--- config.mk ---
export PLATFORM = sky130hd
export DESIGN_NAME = ovseq_core
export DESIGN_NICKNAME = d
export VERILOG_FILES = /design/src/core/ovseq_pkg.sv /design/src/core/ovseq_core.sv /design/src/core/ovseq_timer.sv
export VERILOG_INCLUDE_DIRS = /design/src /design/src/core
export SDC_FILE = /design/constraint.sdc
export NUM_CORES = 1
export LEC_CHECK = 0
export ABC_CLOCK_PERIOD_IN_PS = 5900
export BUFFER_PORTS_ARGS = -buffer_cell sky130_fd_sc_hd__buf_2
export CORE_ASPECT_RATIO = 1.2
export CORE_MARGIN = 2
export CORE_UTILIZATION = 40
export CTS_CLUSTER_SIZE = 10
export DETAILED_ROUTE_END_ITERATION = 8
export GPL_ROUTABILITY_DRIVEN = 1
export HOLD_SLACK_MARGIN = 0.08
export MAX_ROUTING_LAYER = met4
export PLACE_DENSITY = 0.77
export SYNTH_ARGS = -nofsm -noshare
export SYNTH_HDL_FRONTEND = slang
export SYNTH_SLANG_ARGS = --single-unit
--- constraint.sdc ---
create_clock -name sys_clk -period 5.9 [get_ports sys_clk]
set_input_delay 0 -clock sys_clk [delete_from_list [all_inputs] [get_ports sys_clk]]
set_output_delay 0 -clock sys_clk [all_outputs]
set_load 0.05 [all_outputs]
--- src/core/ovseq_defs.svh ---
`ifndef OVSEQ_DEFS_SVH
`define OVSEQ_DEFS_SVH

// Task file register indices on the device's register port.
`define OVSEQ_REG_FEATURE      3'h1
`define OVSEQ_REG_BCNT_LO      3'h4
`define OVSEQ_REG_BCNT_HI      3'h5
`define OVSEQ_REG_COMMAND      3'h7
`define OVSEQ_REG_STATUS       3'h7

// Status bit positions.
`define OVSEQ_ST_BUSY          7
`define OVSEQ_ST_ACCEPT        6
`define OVSEQ_ST_DMA_READY     5
`define OVSEQ_ST_SERVICE       4
`define OVSEQ_ST_DRQ           3
`define OVSEQ_ST_CORRECTED_ERROR_FLAG          2
`define OVSEQ_ST_INDEX         1
`define OVSEQ_ST_ERROR         0

// Feature register fields.
`define OVSEQ_FT_TAG_MSB       7
`define OVSEQ_FT_TAG_LSB       1
`define OVSEQ_FT_DMA           0
`define OVSEQ_FT_OVL_EN        1

// Command codes.
`define OVSEQ_CMD_PACKET       8'ha0
`define OVSEQ_CMD_SERVICE      8'ha2
`define OVSEQ_CMD_READ_OVL     8'hc7
`define OVSEQ_CMD_WRITE_OVL    8'hcc

// Reset values.
`define OVSEQ_FEATURE_RST      8'h00
`define OVSEQ_BCNT_RST         16'h0000

// Timing.
`define OVSEQ_CLK_MHZ          50
`define OVSEQ_LAST_WORD_NS     5000
`define OVSEQ_LAST_WORD_CYC    ((`OVSEQ_LAST_WORD_NS * `OVSEQ_CLK_MHZ) / 1000)
`define OVSEQ_RELEASE_US       2

`endif

--- src/core/ovseq_pkg.sv ---
package ovseq_pkg;
  typedef enum logic [2:0] {
    OVSEQ_IDLE,
    OVSEQ_CMD_PACKET,
    OVSEQ_RELEASE,
    OVSEQ_DATA,
    OVSEQ_SERVICE,
    OVSEQ_STATUS
  } ovseq_state_t;
endpackage

--- src/core/ovseq_core.sv ---
`timescale 1ns/1ps
`default_nettype none
`include "ovseq_defs.svh"
module ovseq_core
#(
  parameter int          BCW          = 16,
  parameter logic [15:0] RELEASE_USEC = 16'(`OVSEQ_RELEASE_US)
) (
  // Clock and reset.
  input  wire logic           sys_clk,
  input  wire logic           rst_n,
  input  wire logic           clk_en,
  // Task file write and read port.
  input  wire logic           tf_wr,
  input  wire logic [2:0]     tf_addr,
  input  wire logic [7:0]     tf_wdata,
  input  wire logic           tf_rd,
  // Task file read data, byte count and identify word 71.
  output logic [7:0]          tf_rdata,
  output logic [BCW-1:0]      byte_count,
  output logic [15:0]         identify_word71,
  // Data phase.
  input  wire logic           word_done,
  output logic                dmarq,
  // Command engine.
  input  wire logic           eng_ready,
  input  wire logic           queue_full,
  input  wire logic           cmd_ok,
  input  wire logic           data_ready,
  input  wire logic           data_dir_in,
  input  wire logic           status_ready,
  input  wire logic           more_data,
  input  wire logic [BCW-1:0] eng_bcnt,
  input  wire logic           int_on_release,
  input  wire logic           int_on_service,
  input  wire logic           error_in,
  // Engine view of the command.
  output logic                overlapped_cmd,
  output logic [6:0]          cmd_tag,
  output logic                cmd_dma,
  output ovseq_pkg::ovseq_state_t state,
  // Host signals.
  output logic                intrq,
  output logic                cmd_or_data,
  output logic                direction
);
  import ovseq_pkg::*;

  localparam logic [15:0] LAST_WORD_CYC = 16'(`OVSEQ_LAST_WORD_CYC);
  localparam logic [15:0] RELEASE_CYC   = 16'(RELEASE_USEC * 16'(`OVSEQ_CLK_MHZ));

  ovseq_state_t   state_q;
  logic           busy_q;
  logic           drq_q;
  logic           release_q;
  logic           service_q;
  logic           dma_ready_q;
  logic           cod_q;
  logic           io_q;
  logic           intrq_q;
  logic           dmarq_q;
  logic           accept_q;
  logic           err_q;
  logic           pend_q;
  logic [7:0]     feature_q;
  logic [BCW-1:0] bcnt_q;
  logic           tmr_start;
  logic [15:0]    tmr_count;
  logic           tmr_exp;

  function automatic logic is_ovl_ata(input logic [7:0] code);
    return code == `OVSEQ_CMD_READ_OVL || code == `OVSEQ_CMD_WRITE_OVL;
  endfunction

  wire cmd_wr  = tf_wr && tf_addr == `OVSEQ_REG_COMMAND;
  wire svc_cmd = cmd_wr && tf_wdata == `OVSEQ_CMD_SERVICE;

  ovseq_timer #(.CW(16)) u_timer (
    .sys_clk (sys_clk),
    .rst_n   (rst_n),
    .clk_en  (clk_en),
    .start   (tmr_start),
    .stop    (1'b0),
    .count   (tmr_count),
    .running (),
    .expired (tmr_exp)
  );

  assign identify_word71 = RELEASE_USEC;

  // Feature register is write only; held for the engine.
  always_ff @(posedge sys_clk or negedge rst_n) begin
    if (!rst_n) begin
      feature_q <= `OVSEQ_FEATURE_RST;
    end else if (clk_en && tf_wr && tf_addr == `OVSEQ_REG_FEATURE && !busy_q) begin
      feature_q <= tf_wdata;
    end
  end

  // Overlap decision taken when a command is written.
  always_ff @(posedge sys_clk or negedge rst_n) begin
    if (!rst_n) begin
      overlapped_cmd <= 1'b0;
      cmd_tag        <= 7'h00;
      cmd_dma        <= 1'b0;
    end else if (clk_en && cmd_wr && state_q == OVSEQ_IDLE) begin
      if (tf_wdata == `OVSEQ_CMD_PACKET) begin
        overlapped_cmd <= feature_q[`OVSEQ_FT_OVL_EN];
        cmd_dma        <= feature_q[`OVSEQ_FT_DMA];
        cmd_tag        <= 7'h00;
      end else begin
        overlapped_cmd <= is_ovl_ata(tf_wdata);
        cmd_tag        <= feature_q[`OVSEQ_FT_TAG_MSB:`OVSEQ_FT_TAG_LSB];
        cmd_dma        <= feature_q[`OVSEQ_FT_DMA];
      end
    end
  end

  // Accept-ready is clear out of reset and follows the engine and queue.
  always_ff @(posedge sys_clk or negedge rst_n) begin
    if (!rst_n) begin
      accept_q <= 1'b0;
      err_q    <= 1'b0;
    end else if (clk_en) begin
      accept_q <= eng_ready && !queue_full;
      err_q    <= error_in;
    end
  end

  // Sequencer. Each transition that sets pend_q takes two cycles: the first shows busy with the
  // phase bits, the second drops busy, so the host never sees a half-built state.
  always_ff @(posedge sys_clk or negedge rst_n) begin
    if (!rst_n) begin
      state_q     <= OVSEQ_IDLE;
      busy_q      <= 1'b0;
      drq_q       <= 1'b0;
      release_q   <= 1'b0;
      service_q   <= 1'b0;
      dma_ready_q <= 1'b0;
      cod_q       <= 1'b0;
      io_q        <= 1'b0;
      intrq_q     <= 1'b0;
      dmarq_q     <= 1'b0;
      pend_q      <= 1'b0;
      bcnt_q      <= `OVSEQ_BCNT_RST;
      tmr_start   <= 1'b0;
      tmr_count   <= 16'h0000;
    end else if (clk_en) begin
      tmr_start <= 1'b0;
      if (tf_rd && tf_addr == `OVSEQ_REG_STATUS) begin
        intrq_q <= 1'b0;
      end
      if (pend_q) begin
        busy_q <= 1'b0;
        pend_q <= 1'b0;
      end else begin
        case (state_q)
          OVSEQ_IDLE: begin
            if (cmd_wr && tf_wdata == `OVSEQ_CMD_PACKET) begin
              busy_q  <= 1'b1;
              cod_q   <= 1'b1;
              io_q    <= 1'b0;
              drq_q   <= 1'b1;
              pend_q  <= 1'b1;
              state_q <= OVSEQ_CMD_PACKET;
            end
          end
          OVSEQ_CMD_PACKET: begin
            if (cmd_ok) begin
              busy_q    <= 1'b1;
              drq_q     <= 1'b0;
              cod_q     <= 1'b0;
              tmr_start <= 1'b1;
              tmr_count <= RELEASE_CYC;
              if (data_ready) begin
                io_q      <= data_dir_in;
                release_q <= 1'b0;
                bcnt_q    <= eng_bcnt;
                drq_q     <= 1'b1;
                intrq_q   <= 1'b1;
                pend_q    <= 1'b1;
                state_q   <= OVSEQ_DATA;
              end else begin
                io_q      <= 1'b0;
                release_q <= 1'b1;
                intrq_q   <= int_on_release;
                pend_q    <= 1'b1;
                state_q   <= OVSEQ_RELEASE;
              end
            end
          end
          OVSEQ_DATA: begin
            if (word_done && bcnt_q <= BCW'(2)) begin
              bcnt_q    <= '0;
              tmr_start <= 1'b1;
              tmr_count <= LAST_WORD_CYC;
              if (more_data) begin
                busy_q  <= 1'b1;
                drq_q   <= 1'b0;
                state_q <= OVSEQ_SERVICE;
              end else if (status_ready) begin
                busy_q    <= 1'b1;
                release_q <= 1'b0;
                drq_q     <= 1'b0;
                dmarq_q   <= 1'b0;
                cod_q     <= 1'b1;
                io_q      <= 1'b1;
                state_q   <= OVSEQ_STATUS;
              end else begin
                release_q <= 1'b1;
                drq_q     <= 1'b0;
                dmarq_q   <= 1'b0;
                state_q   <= OVSEQ_RELEASE;
              end
            end else if (word_done) begin
              bcnt_q <= bcnt_q - BCW'(2);
            end
          end
          OVSEQ_RELEASE: begin
            // Raised once per request, so a status read can still drop the interrupt.
            if ((data_ready || status_ready) && !service_q) begin
              service_q   <= 1'b1;
              dma_ready_q <= data_ready && cmd_dma;
              intrq_q     <= 1'b1;
            end
            if (svc_cmd && service_q) begin
              service_q <= 1'b0;
              busy_q    <= 1'b1;
              release_q <= 1'b0;
              pend_q    <= 1'b1;
              intrq_q   <= int_on_service;
              if (data_ready) begin
                io_q    <= data_dir_in;
                cod_q   <= 1'b0;
                bcnt_q  <= eng_bcnt;
                drq_q   <= !dma_ready_q;
                dmarq_q <= dma_ready_q;
                state_q <= OVSEQ_DATA;
              end else begin
                io_q    <= 1'b1;
                cod_q   <= 1'b1;
                drq_q   <= 1'b0;
                state_q <= OVSEQ_STATUS;
              end
            end
          end
          OVSEQ_SERVICE: begin
            // Reused as the busy gap between two byte counts of one transfer.
            if (data_ready) begin
              bcnt_q  <= eng_bcnt;
              drq_q   <= 1'b1;
              intrq_q <= 1'b1;
              pend_q  <= 1'b1;
              state_q <= OVSEQ_DATA;
            end
          end
          OVSEQ_STATUS: begin
            if (busy_q && status_ready) begin
              busy_q  <= 1'b0;
              intrq_q <= 1'b1;
            end else if (!busy_q && tf_rd && tf_addr == `OVSEQ_REG_STATUS) begin
              cod_q   <= 1'b0;
              io_q    <= 1'b0;
              dma_ready_q <= 1'b0;
              state_q <= OVSEQ_IDLE;
            end
          end
          default: state_q <= OVSEQ_IDLE;
        endcase
      end
    end
  end

  always_comb begin
    tf_rdata = 8'h00;
    if (tf_addr == `OVSEQ_REG_STATUS) begin
      tf_rdata[`OVSEQ_ST_BUSY]      = busy_q;
      tf_rdata[`OVSEQ_ST_ACCEPT]    = accept_q;
      tf_rdata[`OVSEQ_ST_DMA_READY] = dma_ready_q;
      tf_rdata[`OVSEQ_ST_SERVICE]   = service_q;
      tf_rdata[`OVSEQ_ST_DRQ]       = drq_q;
      tf_rdata[`OVSEQ_ST_ERROR]     = err_q;
    end else if (tf_addr == `OVSEQ_REG_BCNT_LO) begin
      tf_rdata = bcnt_q[7:0];
    end else if (tf_addr == `OVSEQ_REG_BCNT_HI) begin
      tf_rdata = bcnt_q[15:8];
    end
  end

  assign byte_count  = bcnt_q;
  assign dmarq       = dmarq_q;
  assign state       = state_q;
  assign intrq       = intrq_q;
  assign cmd_or_data = cod_q;
  assign direction   = io_q;
endmodule
`default_nettype wire

--- src/core/ovseq_timer.sv ---
`timescale 1ns/1ps
`default_nettype none
// Down counter that reports expiry once the armed interval has run out.
module ovseq_timer #(
  parameter int CW = 16
) (
  // Clock and reset.
  input  wire logic          sys_clk,
  input  wire logic          rst_n,
  input  wire logic          clk_en,
  // Control.
  input  wire logic          start,
  input  wire logic          stop,
  input  wire logic [CW-1:0] count,
  // Result.
  output logic               running,
  output logic               expired
);
  logic [CW-1:0] cnt_q;

  always_ff @(posedge sys_clk or negedge rst_n) begin
    if (!rst_n) begin
      cnt_q   <= '0;
      running <= 1'b0;
    end else if (clk_en) begin
      if (start) begin
        cnt_q   <= count;
        running <= 1'b1;
      end else if (stop || cnt_q == '0) begin
        running <= 1'b0;
      end else if (running) begin
        cnt_q <= cnt_q - 1'b1;
      end
    end
  end

  assign expired = running && cnt_q == '0;
endmodule
`default_nettype wire

==> flow_summary_export.csv, run 1 <==
group,metric,value,unit
drt,dr.pass1.iters,4,
timing,layout_setup_ws,2960,ps
timing,tightest_slew,1070,ps
placed_design,hpwlAfterDp,6.26,mm
die,floorplan.initialDensity,41.2,%
placed_design,place_ws,3040,ps
cts,post_cts.repair.setup_buffers,0,
cts,cts_root_buf,"clkbuf_8",
global_routing,grt_max_degree,48,
timing,fmax,340,MHz
logic_synthesis,async_reset_ff_share,100,%
die,ios,99,
critical_path,path_max_fanout,22,
die,die_y,101,µm
pwr,p_int,911,µW
global_routing,grt-ovfl-total,0,
logic_synthesis,syn-cell-area,0.00316,mm²
global_routing,grt_pass1_vias,2997,
min_path,hold_path.class,"in -> reg",
placed_design,numPortBuffers,82,
cts,numCtsBuffers,5,
pwr,swShare,53.0,%
logic_synthesis,ys.flop_type,"dfrtp_1",
critical_path,arrival,3150,ps
pwr,power_leakage,1.78,nW
cts,path_clk_slew,110,ps
timing,fin_tns_setup,0,ps
timing,final-setup-viol-count,0,
global_routing,antenna_found_initial,0,
critical_path,reg2regPathDepth,6,
critical_path,reg2reg_slack,2960,ps
drt,wirelength,8.77,mm
logic_synthesis,ys_seq_area_share,37.2,%
pwr,powerDensity,493,mW/mm²
cts,cts_max_path_buffers,2,
logic_synthesis,yosysUniqueCellTypes,60,
pwr,vdd_drop_max,0.345,mV
finish,final_common_cell,"buf_2",
critical_path,regToRegStartpoint,"state[2]",
timing,clock_skew,17.6,ps
die,coreArea,0.00766,mm²
pwr,power.clock.fraction,12.9,%
timing,final_max_slew_viol_count,0,
critical_path,path_class,"reg -> reg",
drt,wire_per_inst,16.3,µm
finish,nets,488,
finish,multi_input_comb_area,0.00177,mm²
pwr,pwr-share-comb,55.5,%
logic_synthesis,yosys_warnings,0,
global_routing,track_usage,21.5,%
timing,relSlewSlack,28.6,%
cts,htreeDepth,2,
die,dieWidth,85.1,µm
drt,postRouteAntennaNets,0,
pwr,p_seq_share,31.5,%
critical_path,r2r-end,"cmd_or_data",
timing,hold_viol,0,
critical_path,start_kind,"flip-flop",
drt,routed_via_density,5.66,
die,rows,35,
finish,area_growth,24.3,%
pwr,p_sw,1.03,mW
logic_synthesis,syn_area_per_cell,9.13,µm²
logic_synthesis,synthCells,346,
run,max-cap-violations,0,
cts,cts_resized,0,
logic_synthesis,ys_ff_latch,47,
drt,drc,0,
critical_path,crit_path_end_kind,"flip-flop",
min_path,hold-path-cell-count,4,
die,die_area,0.00863,mm²
cts,cts_tree,"yes",
logic_synthesis,synth_edf_count,0,
timing,period_share,49.9,%
critical_path,cp.required,6110,ps
drt,initialDrtViolationCount,146,
cts,clk_latency,310,ps
cts,clock-sinks,47,
finish,diodes,0,
min_path,min-delay-start,"int_on_service",
finish,most-common-layout-cells,"buf_2 (82), dfrtp_1 (47), o21ai_0 (32), dlygate4sd3_1 (30), a21oi_1 (25)",
min_path,hold_end,"intrq",
global_routing,grt_pass1_wl,14.4,mm
drt,via_count,3041,
finish,regArea,0.00118,mm²
run_status,status,"finished, final reports clean",
placed_design,globalplace.congestion,0.897,
timing,rsz0062_at_grt,"false",
finish,n_fill_cell,706,
timing,fin_crit,2940,ps
finish,final_layout_size_suffix_gt1_share,27.9,%
==> power groups by stage <==
stage | registers (mW) | logic [mW] | clock network (mW)
floorplan | 0.802 | 0.643 | 0
global placement | 0.606 | 1.04 | 0
detailed placement | 0.612 | 1.05 | 0
CTS | 0.607 | 1.07 | 0.256
global route | 0.634 | 1.17 | 0.271
finish | 0.611 | 1.08 | 0.251
==> synth_stat cells (3+ instances only) <==
library cell  instances  area (µm²)
dfrtp_1              47        1180
o21ai_0              32         160
a21oi_1              25         125
nand2_1              22        82.6
nor2_1               20        75.1
buf_4                19         143
mux2_2               15         169
nor3_1               13        65.1
nor2b_1              12        75.1
a22oi_1              11        82.6
clkbuf_1             10        37.5
inv_1                10        37.5
a22o_1                8        70.1
nand3_1               8        40.0
o2bb2ai_1             8        70.1
o22ai_1               7        43.8
nand2b_1              6        37.5
a31oi_1               4        25.0
and2_1                4        25.0
buf_6                 4        45.0
mux2i_1               4        40.0
a211oi_1              3        22.5
a32oi_1               3        26.3
nand4_1               3        18.8
nor4_1                3        18.8
or3_1                 3        18.8
==> cells by family (layout without fill, tap and decap cells) <==
| family | Yosys count | after routing | share of synthesized area [%] |
|---|---|---|---|
| compound gates | 118 | 118 | 25.0 |
| buf+inv | 46 | 131 | 8.79 |
| fa+ha+maj | 1 | 1 | 0.396 |
| flops | 47 | 47 | 37.2 |
| mux | 20 | 20 | 6.97 |
| simple gates | 112 | 112 | 21.4 |
| other cells | 2 | 16 | 0.238 |
==> worst max-delay path, stage by stage (launching register included) <==
cell,delay (ps)
dfrtp_1,750
and2b_1,290
nand2_1,620
a31oi_4,190
nor3b_2,440
and2_1,220
mux2_1,320
==> sequential cells by signal (all words and copies together), names as in the netlist, 3 cells and up <==
signal / cells
state: 3
feature_q: 8
cmd_tag: 7
byte_count: 16
==> timing repair <==
action | CTS | global route
endpoints found under the hold margin | 77 | 0
endpoints found under the setup margin | 0 | 0
hold buffers | 30 | 0
==> how the worst max path moves through the flow <==
stage,startpoint,end,slack [ps],cells after the start
6_report,state[2],cmd_or_data,2960,6
5_1_grt,state[2],cmd_or_data,2720,6
4_1_cts,state[2],cmd_or_data,3020,6
3_5_place_dp,state[2],cmd_or_data,3040,6
3_3_place_gp,state[2],cmd_or_data,3140,6
2_1_floorplan,state[2],cmd_or_data,3600,6
==> per-stage QoR <==
step | power (mW) | hold slack, ps | instances | utilization [%] | instance area [µm²]
6_report | 1.94 | 84.4 | 537 | 51.3 | 3930
5_1_grt | 2.07 | 109 | 537 | 51.3 | 3930
4_1_cts | 1.94 | 89.9 | 537 | 51.3 | 3930
3_5_place_dp | 1.66 | 191 | 499 | 45.8 | 3510
3_3_place_gp | 1.64 | 185 | 499 | 45.8 | 3510
2_1_floorplan | 1.45 | -296 | 360 | - | 3210
==> metal layers <==
layer  global-route usage (%)  up-vias  share of wire, %
met5                        -        -                 0
met2                     36.4       97                51
li1                         -     1460                 -
met4                     6.47        0               1.5
met1                     27.2     1473                44
met3                     2.53       11               4.3
==> area by class of cell <==
cell class | count | area share, %
clock inverters | 3 | 1.18
multi-input cells | 267 | 45.0
well taps | 92 | 2.93
repair buffers | 113 | 18.3
flip-flops and latches | 47 | 29.9
inverters | 10 | 0.955
clock buffers | 5 | 1.75
(Power assumes the default switching activity.)
==> run 2: changes to the inputs <==
Settings changed: ABC_CLOCK_PERIOD_IN_PS 5900 to 2850.
Clock period 5.9 ns to 2.85 ns, I/O delays scaled along.
==> flow_summary_export.csv, run 2 (same netlist as run 1, synthesis figures left out) <==
group,metric,value,unit
run_status,status,"finished, final reports clean",
drt,wire_per_inst,16.7,µm
min_path,hold_path.class,"in -> reg",
finish,final_layout_size_suffix_gt1_share,28.8,%
critical_path,cp.required,3050,ps
global_routing,track_usage,21.2,%
timing,fin_tns_setup,0,ps
global_routing,grt-ovfl-total,0,
timing,final-setup-viol-count,0,
pwr,powerDensity,1030,mW/mm²
finish,nets,494,
critical_path,crit_path_end_kind,"flip-flop",
global_routing,grt_max_degree,48,
cts,cts_root_buf,"clkbuf_8",
timing,relSlewSlack,28.7,%
timing,rsz0062_at_grt,"false",
timing,tightest_slew,1070,ps
critical_path,start_kind,"flip-flop",
placed_design,globalplace.congestion,0.962,
finish,final_common_cell,"buf_2",
critical_path,slowest_stage,"nor4b_1",
placed_design,placed_area,0.00356,mm²
die,floorplan.initialDensity,41.2,%
drt,via_count,3162,
critical_path,cp_slowest_stage_delay,560,ps
critical_path,reg2reg_slack,490,ps
timing,period_share,82.8,%
timing,clock_skew,5.88,ps
pwr,vdd_drop_max,0.638,mV
run,max-cap-violations,0,
drt,drc,0,
drt,dr.pass1.iters,5,
drt,wirelength,9.05,mm
timing,fmax,424,MHz
placed_design,numPortBuffers,82,
critical_path,path_max_fanout,11,
placed_design,hpwlAfterDp,6.57,mm
finish,largest_reg_flops,16,
die,die_y,101,µm
critical_path,worstPathCellList,"nor4_2, and3_4, a31oi_4, nor4b_1, mux2i_1, o22ai_1",
pwr,power_leakage,1.81,nW
finish,area_growth,25.8,%
cts,path_clk_slew,100,ps
finish,diodes,0,
die,coreArea,0.00766,mm²
drt,routed_via_density,5.82,
die,rows,35,
finish,n_fill_cell,714,
timing,fin_crit,2360,ps
critical_path,arrival,2560,ps
cts,cts_tree,"yes",
cts,clock-sinks,47,
timing,hold_viol,0,
finish,most-common-layout-cells,"buf_2 (82), dfrtp_1 (47), o21ai_0 (32), dlygate4sd3_1 (30), a21oi_1 (25)",
global_routing,antenna_found_initial,0,
die,die_area,0.00863,mm²
cts,numCtsBuffers,5,
cts,htreeDepth,2,
timing,final_max_slew_viol_count,0,
cts,clk_latency,310,ps
global_routing,grt_pass1_vias,2907,
die,dieWidth,85.1,µm
cts,cts_max_path_buffers,2,
critical_path,critPathTopFamily,"simple AND/OR/NAND/NOR gates",
drt,initialDrtViolationCount,169,
finish,final_area,0.00398,mm²
critical_path,cp_num_buf_inv,0,
drt,postRouteAntennaNets,0,
die,ios,99,
critical_path,path_class,"reg -> reg",
global_routing,grt_pass1_wl,14.1,mm
## run 2: cell count changes in the layout (fill, tap and decap cells not counted)
cell        delta
buf_4          +6
clkinv_4       +1
clkinvlp_4     -1
## run 2: path summary, 6_finish.rpt
kind / from / end / cells after the start
max in group asynchronous: rst_n / cmd_tag[5] / 2
worst min-delay path: data_dir_in / direction / 4
worst max-delay path: byte_count[13] / busy_q / 6
worst max register to register: byte_count[13] / busy_q / 6
worst min register to register: feature_q[5] / cmd_tag[4] / 1
min in group asynchronous: rst_n / state[1] / 2
## run 2: power breakdown
| part | internal [mW] | switching [mW] | total [mW] |
|---|---|---|---|
| sequential | 0.892 | 0.324 | 1.22 |
| clock | 0.266 | 0.258 | 0.525 |
| combinational | 0.780 | 1.58 | 2.36 |
## run 2: worst min-delay path, cell delays in order
cell	delay (ps)
buf_2	90
o21ai_0	60
o21ai_0	70
a31o_2	150
## run 2: cell type report
type                       count  area (µm²)  area share (%)
multi-input combinational    267        1770            44.4
clock buffer                   5        68.8            1.73
sequential                    47        1180            29.6
inverter                      10        37.5           0.944
timing repair buffer         119         763            19.2
tap                           92         115            2.90
clock inverter                 3        47.5            1.20
## run 2: what timing repair did
| item | 4_1_cts | 5_1_grt |
|---|---|---|
| endpoints found under the hold margin | 76 | 0 |
| setup buffers | 0 | 0 |
| endpoints found under the setup margin | 0 | 0 |
| gates resized for setup | 0 | 0 |
| hold buffers | 30 | 0 |
## run 2: layer usage
| layer | vias to the layer above | wire, µm | track usage, % |
|---|---|---|---|
| li1 | 1468 | - | - |
| met1 | 1514 | 3840 | 26.3 |
| met2 | 163 | 4490 | 35.5 |
| met3 | 17 | 551 | 2.85 |
| met4 | 0 | 170 | 7.69 |
| met5 | - | 0 | - |
## run 2: stage by stage
stage	hold WS (ps)	std cells	total power, mW	utilization, %	setup slack (ps)
after CTS	81.1	543	4.09	51.9	546
after global placement	185	505	3.47	46.4	625
after detailed placement	189	505	3.52	46.4	560
after global routing	119	543	4.35	51.9	370
after floorplan	-296	360	2.99	-	553
final	92.0	543	4.10	51.9	491
